[config.mk]
export PLATFORM = sky130hd
export DESIGN_NAME = fclp_engine
export DESIGN_NICKNAME = d
export VERILOG_FILES = /design/src/fclp_pkg.sv /design/src/fclp_engine.sv
export SDC_FILE = /design/constraint.sdc
export NUM_CORES = 1
export LEC_CHECK = 0
export BUFFER_PORTS_ARGS = -buffer_cell sky130_fd_sc_hd__buf_2
export CAP_MARGIN = 10
export CELL_PAD_IN_SITES_DETAIL_PLACEMENT = 2
export CELL_PAD_IN_SITES_GLOBAL_PLACEMENT = 2
export CORE_AREA = 5 5 197 199
export DETAILED_ROUTE_END_ITERATION = 10
export DIE_AREA = 0 0 202 204
export GPL_TIMING_DRIVEN = 0
export HOLD_SLACK_MARGIN = 0.15
export PLACE_DENSITY_LB_ADDON = 0.25
export SLEW_MARGIN = 20
export SYNTH_ARGS = -nofsm -noshare
export SYNTH_HDL_FRONTEND = slang
export SYNTH_SLANG_ARGS = --single-unit
[constraint.sdc]
create_clock -name clk -period 3.6 [get_ports clk]
set_clock_uncertainty 0.15 [all_clocks]
set_input_delay 0.18 -clock clk [delete_from_list [all_inputs] [get_ports clk]]
set_output_delay 0.18 -clock clk [all_outputs]
set_load 0.05 [all_outputs]
[src/fclp_pkg.sv]
// Function
// - port login accept fixed bytes, classes other than 3 zero
// - company code at bytes 22-24, 30-32
// - unique id follows company code, port name
// - same unique id in node name
// - fabric login port nibble 1=A, 2=B
// - fabric login fixed bytes, sizes 08 40
// - process login bytes 8-15 ignored
// - process login accept fixed bytes, rest zero
// - unchecked nibbles and bits are skipped
// - credit unchecked, always operate at zero
// - require fabric port and alternate credit bits
// - size strictly 128..2112, multiple of four
// - frame size from Class 3 field
// - limit is smaller of fabric, initiator sizes
// - store fabric port name
// - changed fabric name: logout, send reject
// - fabric node name neither checked nor stored
// - require class valid and sequential delivery
// - send full duplex opens, accept both kinds
package fclp_pkg;

  // ----------------------------------------
  // payload kinds and lengths
  // ----------------------------------------
  localparam logic [1:0] KIND_PLOGI_ACC = 2'h0;
  localparam logic [1:0] KIND_PRLI_ACC  = 2'h1;
  localparam logic [1:0] KIND_FLOGI     = 2'h2;
  localparam logic [6:0] LEN_LOGIN      = 7'h74;
  localparam logic [6:0] LEN_PRLI       = 7'h14;

  localparam logic [1:0] PORT_NODE = 2'h0;
  localparam logic [1:0] PORT_A    = 2'h1;
  localparam logic [1:0] PORT_B    = 2'h2;

  // ----------------------------------------
  // byte values
  // ----------------------------------------
  localparam logic [7:0] CMD_ACC      = 8'h02;
  localparam logic [7:0] CMD_FLOGI    = 8'h04;
  localparam logic [7:0] CMD_PRLI     = 8'h20;
  localparam logic [7:0] SVC_VER      = 8'h09;
  localparam logic [7:0] ACC_FEAT     = 8'h88;
  localparam logic [7:0] FLOGI_FEAT   = 8'h08;
  localparam logic [7:0] ONE_BYTE     = 8'h01;
  localparam logic [7:0] ALL_ONES     = 8'hff;
  localparam logic [7:0] EDTOV_LO     = 8'hf4;
  localparam logic [7:0] PLOGI_EDTOV  = 8'h01;
  localparam logic [7:0] FLOGI_EDTOV  = 8'h02;
  localparam logic [3:0] NAME_HI      = 4'h2;
  localparam logic [7:0] NODE_ACC     = 8'h20;
  localparam logic [7:0] NODE_FLOGI   = 8'h02;
  localparam logic [7:0] C3_SO        = 8'h80;
  localparam logic [15:0] TX_FS       = 16'h0840;
  localparam logic [7:0] PRLI_B1      = 8'h10;
  localparam logic [7:0] PRLI_B3      = 8'h14;
  localparam logic [7:0] FCP_TYPE     = 8'h08;
  localparam logic [7:0] PRLI_REQ_B6  = 8'h20;
  localparam logic [7:0] PRLI_ACC_B6  = 8'h21;
  localparam logic [7:0] PRLI_REQ_B19 = 8'h22;
  localparam logic [7:0] PRLI_ACC_B19 = 8'h12;

  // ----------------------------------------
  // received field positions and limits
  // ----------------------------------------
  localparam int CF_FPORT_BIT  = 4;
  localparam int CF_ALT_BIT    = 3;
  localparam int SO_VALID_BIT  = 7;
  localparam int SO_SEQ_BIT    = 3;
  localparam logic [6:0] IDX_CF    = 7'd8;
  localparam logic [6:0] IDX_FS_HI = 7'd10;
  localparam logic [6:0] IDX_FS_LO = 7'd11;
  localparam logic [6:0] IDX_PN    = 7'd20;
  localparam logic [6:0] IDX_PN_END = 7'd27;
  localparam logic [6:0] IDX_SO    = 7'd68;
  localparam logic [6:0] IDX_C3_HI = 7'd74;
  localparam logic [6:0] IDX_C3_LO = 7'd75;
  localparam logic [11:0] FS_MIN   = 12'd128;
  localparam logic [11:0] FS_MAX   = 12'd2112;

endpackage

[src/fclp_engine.sv]
`timescale 1ns/1ps
module fclp_engine #(
  parameter logic [23:0] COMPANY_CODE = 24'h5a_a5_3c  // arbitrary value
) (
  // clock and reset
  input  wire logic        clk,
  input  wire logic        rst,
  // unit identity
  input  wire logic [23:0] unit_unique_id,
  // payload transmit
  input  wire logic        tx_start,
  input  wire logic [1:0]  tx_kind,
  input  wire logic [1:0]  tx_port,
  input  wire logic        tx_ready,
  output logic             tx_busy,
  output logic             tx_valid,
  output logic [7:0]       tx_data,
  output logic             tx_last,
  // payload receive
  input  wire logic        rx_valid,
  input  wire logic [7:0]  rx_data,
  input  wire logic        rx_last,
  input  wire logic        rx_is_flogi_acc,
  output logic             rx_done,
  output logic             rx_ok,
  // login parameters
  input  wire logic [11:0] init_buffer_size,
  output logic             fabric_logged_in,
  output logic [11:0]      rx_buffer_field_size,
  output logic [11:0]      frame_size_limit,
  output logic [63:0]      far_port_name,
  output logic [7:0]       bb_credit,
  // fabric address notification
  input  wire logic        fan_valid,
  input  wire logic [63:0] fan_port_name,
  output logic             implicit_logout,
  output logic             ls_rjt_send,
  // loop open
  input  wire logic        open_in_valid,
  input  wire logic        open_in_full_duplex,
  output logic             open_accept,
  output logic             open_out_full_duplex
);

  // ----------------------------------------
  // state
  // ----------------------------------------
  typedef enum logic [0:0] {
    TX_IDLE = 1'b0,
    TX_RUN  = 1'b1
  } fclp_tx_e;

  typedef struct packed {
    fclp_tx_e    st;
    logic [6:0]  idx;
    logic [1:0]  kind;
    logic [1:0]  port;
    logic        tx_valid;
    logic [7:0]  tx_data;
    logic        tx_last;
    logic [6:0]  rx_idx;
    logic        rx_bad;
    logic        rx_done;
    logic        rx_ok;
    logic [11:0] fs_com;
    logic [11:0] fs_c3;
    logic [63:0] pn_tmp;
    logic [63:0] pn;
    logic        logged;
    logic [11:0] fs_use;
    logic [11:0] limit;
    logic        logout;
    logic        rjt;
    logic        open_ack;
    logic        open_fd;
  } fclp_state_s;

  fclp_state_s s_q;
  fclp_state_s s_d;

  // ----------------------------------------
  // outgoing payload bytes
  // ----------------------------------------
  function automatic logic [7:0] tx_byte(input logic [1:0] kind, input logic [6:0] i,
                                         input logic [1:0] port, input logic [23:0] uid);
    logic flogi;
    flogi   = (kind == fclp_pkg::KIND_FLOGI);
    tx_byte = 8'h00;
    if (kind == fclp_pkg::KIND_PRLI_ACC) begin
      unique case (i)
        7'd0:    tx_byte = fclp_pkg::CMD_ACC;
        7'd1:    tx_byte = fclp_pkg::PRLI_B1;
        7'd3:    tx_byte = fclp_pkg::PRLI_B3;
        7'd4:    tx_byte = fclp_pkg::FCP_TYPE;
        7'd6:    tx_byte = fclp_pkg::PRLI_ACC_B6;
        7'd19:   tx_byte = fclp_pkg::PRLI_ACC_B19;
        default: tx_byte = 8'h00;
      endcase
    end else begin
      unique case (i)
        7'd0:    tx_byte = flogi ? fclp_pkg::CMD_FLOGI : fclp_pkg::CMD_ACC;
        7'd4,
        7'd5:    tx_byte = fclp_pkg::SVC_VER;
        7'd8:    tx_byte = flogi ? fclp_pkg::FLOGI_FEAT : fclp_pkg::ACC_FEAT;
        7'd10,
        7'd74:   tx_byte = fclp_pkg::TX_FS[15:8];
        7'd11,
        7'd75:   tx_byte = fclp_pkg::TX_FS[7:0];
        7'd13,
        7'd77:   tx_byte = flogi ? 8'h00 : fclp_pkg::ALL_ONES;
        7'd15,
        7'd81:   tx_byte = flogi ? 8'h00 : fclp_pkg::ONE_BYTE;
        7'd18:   tx_byte = flogi ? fclp_pkg::FLOGI_EDTOV : fclp_pkg::PLOGI_EDTOV;
        7'd19:   tx_byte = fclp_pkg::EDTOV_LO;
        7'd20:   tx_byte = {fclp_pkg::NAME_HI, 2'b00, port};
        7'd22,
        7'd30:   tx_byte = COMPANY_CODE[23:16];
        7'd23,
        7'd31:   tx_byte = COMPANY_CODE[15:8];
        7'd24,
        7'd32:   tx_byte = COMPANY_CODE[7:0];
        7'd25,
        7'd33:   tx_byte = uid[23:16];
        7'd26,
        7'd34:   tx_byte = uid[15:8];
        7'd27,
        7'd35:   tx_byte = uid[7:0];
        7'd28:   tx_byte = flogi ? fclp_pkg::NODE_FLOGI : fclp_pkg::NODE_ACC;
        7'd68:   tx_byte = fclp_pkg::C3_SO;
        default: tx_byte = 8'h00;
      endcase
    end
  endfunction

  // ----------------------------------------
  // received byte checks
  // ----------------------------------------
  function automatic logic rx_byte_bad(input logic flogi_acc, input logic [6:0] i, input logic [7:0] b);
    rx_byte_bad = 1'b0;
    if (flogi_acc) begin
      unique case (i)
        7'd0:    rx_byte_bad = (b != fclp_pkg::CMD_ACC);
        7'd4,
        7'd5:    rx_byte_bad = (b != fclp_pkg::SVC_VER);
        7'd8:    rx_byte_bad = !(b[fclp_pkg::CF_FPORT_BIT] && b[fclp_pkg::CF_ALT_BIT]);
        7'd68:   rx_byte_bad = !(b[fclp_pkg::SO_VALID_BIT] && b[fclp_pkg::SO_SEQ_BIT]);
        default: rx_byte_bad = 1'b0;
      endcase
    end else begin
      unique case (i)
        7'd0:    rx_byte_bad = (b != fclp_pkg::CMD_PRLI);
        7'd1:    rx_byte_bad = (b != fclp_pkg::PRLI_B1);
        7'd3:    rx_byte_bad = (b != fclp_pkg::PRLI_B3);
        7'd4:    rx_byte_bad = (b != fclp_pkg::FCP_TYPE);
        7'd6:    rx_byte_bad = (b != fclp_pkg::PRLI_REQ_B6);
        7'd19:   rx_byte_bad = (b != fclp_pkg::PRLI_REQ_B19);
        7'd2, 7'd5, 7'd7,
        7'd16, 7'd17, 7'd18: rx_byte_bad = (b != 8'h00);
        default: rx_byte_bad = 1'b0;
      endcase
    end
  endfunction

  function automatic logic fs_good(input logic [11:0] fs);
    fs_good = (fs > fclp_pkg::FS_MIN) && (fs < fclp_pkg::FS_MAX) && (fs[1:0] == 2'b00);
  endfunction

  // ----------------------------------------
  // next state
  // ----------------------------------------
  logic       bad_now;
  logic [6:0] tx_len;
  logic       len_ok;

  always_comb begin
    s_d          = s_q;
    s_d.rx_done  = 1'b0;
    s_d.logout   = 1'b0;
    s_d.rjt      = 1'b0;
    s_d.open_ack = 1'b0;
    s_d.open_fd  = 1'b1;
    tx_len       = (s_q.kind == fclp_pkg::KIND_PRLI_ACC) ? fclp_pkg::LEN_PRLI : fclp_pkg::LEN_LOGIN;
    bad_now      = rx_byte_bad(rx_is_flogi_acc, s_q.rx_idx, rx_data);
    len_ok       = rx_is_flogi_acc ? (s_q.rx_idx == fclp_pkg::LEN_LOGIN - 7'd1)
                                   : (s_q.rx_idx == fclp_pkg::LEN_PRLI - 7'd1);

    // transmit walk
    unique case (s_q.st)
      TX_IDLE: begin
        if (tx_start) begin
          s_d.st       = TX_RUN;
          s_d.kind     = tx_kind;
          s_d.port     = (tx_kind == fclp_pkg::KIND_FLOGI && tx_port == fclp_pkg::PORT_NODE) ?
                         fclp_pkg::PORT_A : tx_port;
          s_d.idx      = 7'd0;
          s_d.tx_valid = 1'b1;
          s_d.tx_last  = 1'b0;
          s_d.tx_data  = tx_byte(tx_kind, 7'd0, tx_port, unit_unique_id);
        end
      end
      TX_RUN: begin
        if (tx_ready) begin
          if (s_q.tx_last) begin
            s_d.st       = TX_IDLE;
            s_d.tx_valid = 1'b0;
            s_d.tx_last  = 1'b0;
            s_d.tx_data  = 8'h00;
          end else begin
            s_d.idx     = s_q.idx + 7'd1;
            s_d.tx_data = tx_byte(s_q.kind, s_q.idx + 7'd1, s_q.port, unit_unique_id);
            s_d.tx_last = (s_q.idx + 7'd2 == tx_len);
          end
        end
      end
    endcase

    // receive check and capture
    if (rx_valid) begin
      s_d.rx_idx = (s_q.rx_idx == 7'h7f) ? s_q.rx_idx : s_q.rx_idx + 7'd1;
      s_d.rx_bad = s_q.rx_bad | bad_now;
      if (rx_is_flogi_acc) begin
        if (s_q.rx_idx == fclp_pkg::IDX_FS_HI) s_d.fs_com[11:8] = rx_data[3:0];
        if (s_q.rx_idx == fclp_pkg::IDX_FS_LO) s_d.fs_com[7:0]  = rx_data;
        if (s_q.rx_idx == fclp_pkg::IDX_C3_HI) s_d.fs_c3[11:8]  = rx_data[3:0];
        if (s_q.rx_idx == fclp_pkg::IDX_C3_LO) s_d.fs_c3[7:0]   = rx_data;
        if (s_q.rx_idx >= fclp_pkg::IDX_PN && s_q.rx_idx <= fclp_pkg::IDX_PN_END) begin
          s_d.pn_tmp = {s_q.pn_tmp[55:0], rx_data};
        end
      end
      if (rx_last) begin
        s_d.rx_done = 1'b1;
        s_d.rx_idx  = 7'd0;
        s_d.rx_bad  = 1'b0;
        s_d.rx_ok   = !s_q.rx_bad && !bad_now && len_ok &&
                      (!rx_is_flogi_acc || (fs_good(s_q.fs_com) && fs_good(s_d.fs_c3)));
        if (rx_is_flogi_acc && s_d.rx_ok) begin
          s_d.pn     = s_q.pn_tmp;
          s_d.logged = 1'b1;
          s_d.fs_use = s_d.fs_c3;
        end
      end
    end

    // transmit limit follows the tighter of the two logins
    s_d.limit = (init_buffer_size < s_q.fs_use) ? init_buffer_size : s_q.fs_use;

    // fabric name change
    if (fan_valid && s_q.logged && fan_port_name != s_q.pn) begin
      s_d.logout = 1'b1;
      s_d.rjt    = 1'b1;
      s_d.logged = 1'b0;
    end

    if (open_in_valid) begin
      s_d.open_ack = 1'b1;
    end
  end

  always_ff @(posedge clk) begin
    if (rst) begin
      s_q <= '0;
    end else begin
      s_q <= s_d;
    end
  end

  // ----------------------------------------
  // outputs
  // ----------------------------------------
  assign tx_busy              = (s_q.st == TX_RUN);
  assign tx_valid             = s_q.tx_valid;
  assign tx_data              = s_q.tx_data;
  assign tx_last              = s_q.tx_last;
  assign rx_done              = s_q.rx_done;
  assign rx_ok                = s_q.rx_ok;
  assign fabric_logged_in     = s_q.logged;
  assign rx_buffer_field_size = s_q.fs_use;
  assign frame_size_limit     = s_q.limit;
  assign far_port_name        = s_q.pn;
  assign bb_credit            = 8'h00;
  assign implicit_logout      = s_q.logout;
  assign ls_rjt_send          = s_q.rjt;
  assign open_accept          = s_q.open_ack;
  assign open_out_full_duplex = s_q.open_fd;

  logic open_hd_seen;
  assign open_hd_seen = open_in_valid && !open_in_full_duplex;
endmodule

==> impl_results.md <==
* Count of yosys warnings during synthesis at 0
* Minimum clock period after layout at 3.41 ns
* Router iterations before antenna repair at 5
* Total inserted antenna cells at 0
* Iteration-0 DRC Markers at 526
* Clock sink total at 212
* Critical path fanouts, max at 10
* Via count at 12155
* Synth top area share at 0.365
* Outcome: completed
* Sequential area share after synthesis at 0.365
* Clock latency reported for the late side of the worst-skew pair at 0.53 ns
* Power density normalized to cell area at 376 nW/µm²
* Data required time of the worst path at 3.89 ns
* CTS clock-pin slew for the worst setup and hold paths at 0.06 ns
* Hold path start: rx_is_flogi_acc
* Area contributors post-synth: sky130_fd_sc_hd__dfxtp_1, sky130_fd_sc_hd__a21oi_1, sky130_fd_sc_hd__buf_4
* Routed Antenna Nets at 0
* Number of input and output port buffers inserted at 222
* Proportion of register bits with asynchronous set or reset after synthesis at 0
* R2R Path Start: s_q[184]
* Total congestion overflow at 0
* Clock tree from TritonCTS: built
* Final Non-Filler Cells at 2245
* Routed wirelength normalized by instance count at 22.5 µm
* Share of the cycle needed by the critical path after routing at 0.948
* Unrepaired setup endpoints after global routing: no
* Nature of the critical path endpoint: flop
* Remaining routing DRC violations at 0
* Static Leak at 5.74 nW
* Horizontal die dimension at 202 µm
* Number of antenna violations at the first check in global routing at 0
* Startpoint-to-endpoint class of the critical path: flop to flop
* Total Neg Setup Slack at 0 ns
* MaxCap Viol Count at 0
* Cell taking the most area after synthesis: sky130_fd_sc_hd__dfxtp_1
* Vertical die dimension at 204 µm
* Maximum number of pins on one net before global-route repair at 13
* Met3 track demand over resource at 0.0276
* R2r endpoint: rx_ok
* Final count of hold timing violations at 0
* Kind of launch point of the worst setup path: flop
* Global routing met1 resource utilization at 0.313
* Transition time at the pin with the least slew margin at 0.864 ns
* Number of buffers added by the clock tree synthesis step at 25
* Worst ir drop on vdd at 278 µV
* Cell count after synthesis at 1443
* Tightest Hold Check Type: input pin to flop
* Total power after layout at 5.54 mW
* Area growth, synth to finish at 26.7%
* Total Die Area at 41200 µm²
* Most frequent cell after synthesis: sky130_fd_sc_hd__dfxtp_1
* Number of buffers on the longest clock path at 3
* Worst slew margin relative to its limit at 0.424
* Slew Limit Fails at 0
* Buffer cell driving the clock tree root: sky130_fd_sc_hd__clkbuf_16
* Final routed wirelength across all metal layers at 50400 µm
* Initial cell density of the core at 0.314
* Routing usage on met2 at 0.401
* Data arrival time of the critical path at 3.70 ns
* Setup slack on the worst flop-to-flop path at 0.19 ns
* Register bit total from synthesis at 212
* Main synth FF type: sky130_fd_sc_hd__dfxtp_1
* Overall global routing resource usage at 0.233
* Number of library cell types mapped by synthesis at 70
* Routability Congestion at 0.860
* R2r worst-path depth at 9
* Detailed-route vias per instance at 5.41
* Proportion of layout cells with a drive suffix above 1 at 0.242
* Net count, final at 1896
* Ports placed on the boundary at 236
* Endpoint of the worst hold-timing path: rx_buffer_field_size[9]
* Final setup fails at 0
* Cell types with the highest counts after synthesis: sky130_fd_sc_hd__dfxtp_1, sky130_fd_sc_hd__a21oi_1, sky130_fd_sc_hd__nand2_1, sky130_fd_sc_hd__buf_4, sky130_fd_sc_hd__nand3_1
* Synth Area per Inst at 8.06 µm²
* Vias in the first global route at 13162
* Netlist Area Pre-Place at 11600 µm²
* Fill cells at 4246
* Post-synth EDFFs at 0
* Timing-limited maximum frequency at 293 MHz
* Site row count at 71
* Floorplan core area at 37000 µm²
* Most utilized layer in the global route result: met2
* Htree depth at 1
* Hpwl dp at 37800 µm
* Post-Place Cells at 2146
* Wire length of the first global-routing pass at 76800 µm
* Worst hold path depth at 5
sequential cells by signal, summed over array words and instances (netlist names):
signal	flops
fabric_logged_in	1
frame_size_limit	12
tx_last	1
implicit_logout	1
open_out_full_duplex	1
far_port_name	64
rx_buffer_field_size	12
rx_done	1
rx_ok	1
tx_data	8
tx_valid	1
tx_busy	1
open_accept	1
s_q	107
placed cells by master (no fill, tap or decap), drive strengths merged, types with 21 or more instances in the layout:
cell | synthesis | routed
a21oi | 171 | 171
buf | 144 | 371
clkbuf | 83 | 116
dfxtp | 212 | 212
dlygate4sd3 | 0 | 49
ha | 21 | 21
inv | 25 | 26
mux2i | 21 | 21
nand2 | 124 | 124
nand3 | 95 | 95
nand4 | 90 | 90
nor2 | 73 | 73
o21ai | 50 | 50
o31ai | 69 | 69
xnor2 | 76 | 76
critical path, stage by stage, from the launching register on:
cell                        delay (ns)
sky130_fd_sc_hd__dfxtp_1          0.43
sky130_fd_sc_hd__ha_2             0.31
sky130_fd_sc_hd__and2_0           0.37
sky130_fd_sc_hd__o21a_1           0.22
sky130_fd_sc_hd__o21ai_1          0.08
sky130_fd_sc_hd__xor2_1           0.17
sky130_fd_sc_hd__o41ai_2          0.51
sky130_fd_sc_hd__clkbuf_1         0.57
sky130_fd_sc_hd__o2111ai_1        0.35
sky130_fd_sc_hd__o21ai_0          0.18
worst max path at each step:
stage	startpoint	to	slack [ns]	depth (start not counted)
finish	s_q[184]	rx_ok	0.19	9
CTS	s_q[184]	far_port_name[28]	0.04	11
detailed placement	s_q[184]	far_port_name[33]	-0.1	11
global route	s_q[188]	far_port_name[28]	0.03	11
global placement	s_q[184]	rx_buffer_field_size[3]	0.06	10
floorplan	s_q[184]	far_port_name[58]	0.82	11
metrics by stage:
stage	util	worst slack (ns)	hold slack (ns)	instance area, µm²
detailed placement	0.361	-0.0981	0.264	13400
global route	0.398	0.0289	0.229	14700
global placement	0.361	0.0609	0.242	13400
floorplan	-	0.815	0.158	11700
finish	0.398	0.186	0.191	14700
CTS	0.396	0.0443	0.176	14700
final cells by class:
| class | instances | area [µm²] | share of cell area |
|---|---|---|---|
| multi-input cells | 986 | 6050 | 0.410 |
| inverters | 25 | 93.8 | 0.00637 |
| clock inverters | 12 | 120 | 0.00815 |
| repair buffers | 276 | 1640 | 0.111 |
| flip-flops and latches | 212 | 4240 | 0.288 |
| clock buffers | 33 | 696 | 0.0472 |
| well taps | 474 | 593 | 0.0403 |
| plain buffers | 227 | 1300 | 0.0883 |
where the power goes:
group / leakage (nW) / internal, mW / switching, mW
Sequential: 1.71 / 2.36 / 0.0136
Combinational: 3.62 / 0.214 / 0.389
Clock: 0.406 / 1.50 / 1.06
kinds of logic after synthesis:
family          Yosys count  share of synthesized area
compound gates          387                      0.209
mux                      23                     0.0200
other cells               1                   0.000322
simple gates            463                      0.200
fa+ha+maj                21                     0.0226
flops                   212                      0.365
buf+inv                 252                      0.120
xor+xnor                 84                     0.0633
layer usage:
| metal | wire [µm] | share of wire | vias up |
|---|---|---|---|
| li1 | - | - | 5737 |
| met1 | 23000 | 0.46 | 6116 |
| met2 | 24400 | 0.48 | 233 |
| met3 | 1830 | 0.036 | 69 |
| met4 | 1240 | 0.025 | 0 |
| met5 | 0 | 0 | - |
repair_timing:
action,in CTS,in global routing
hold buffers,49,0
resized for setup,1,5
gates cloned,0,0
endpoints found under the setup margin,70,77
hold endpoints to repair,67,0
pin swaps,1,2
setup buffers,1,4
No activity file was read; power rests on OpenSTA's default activity.
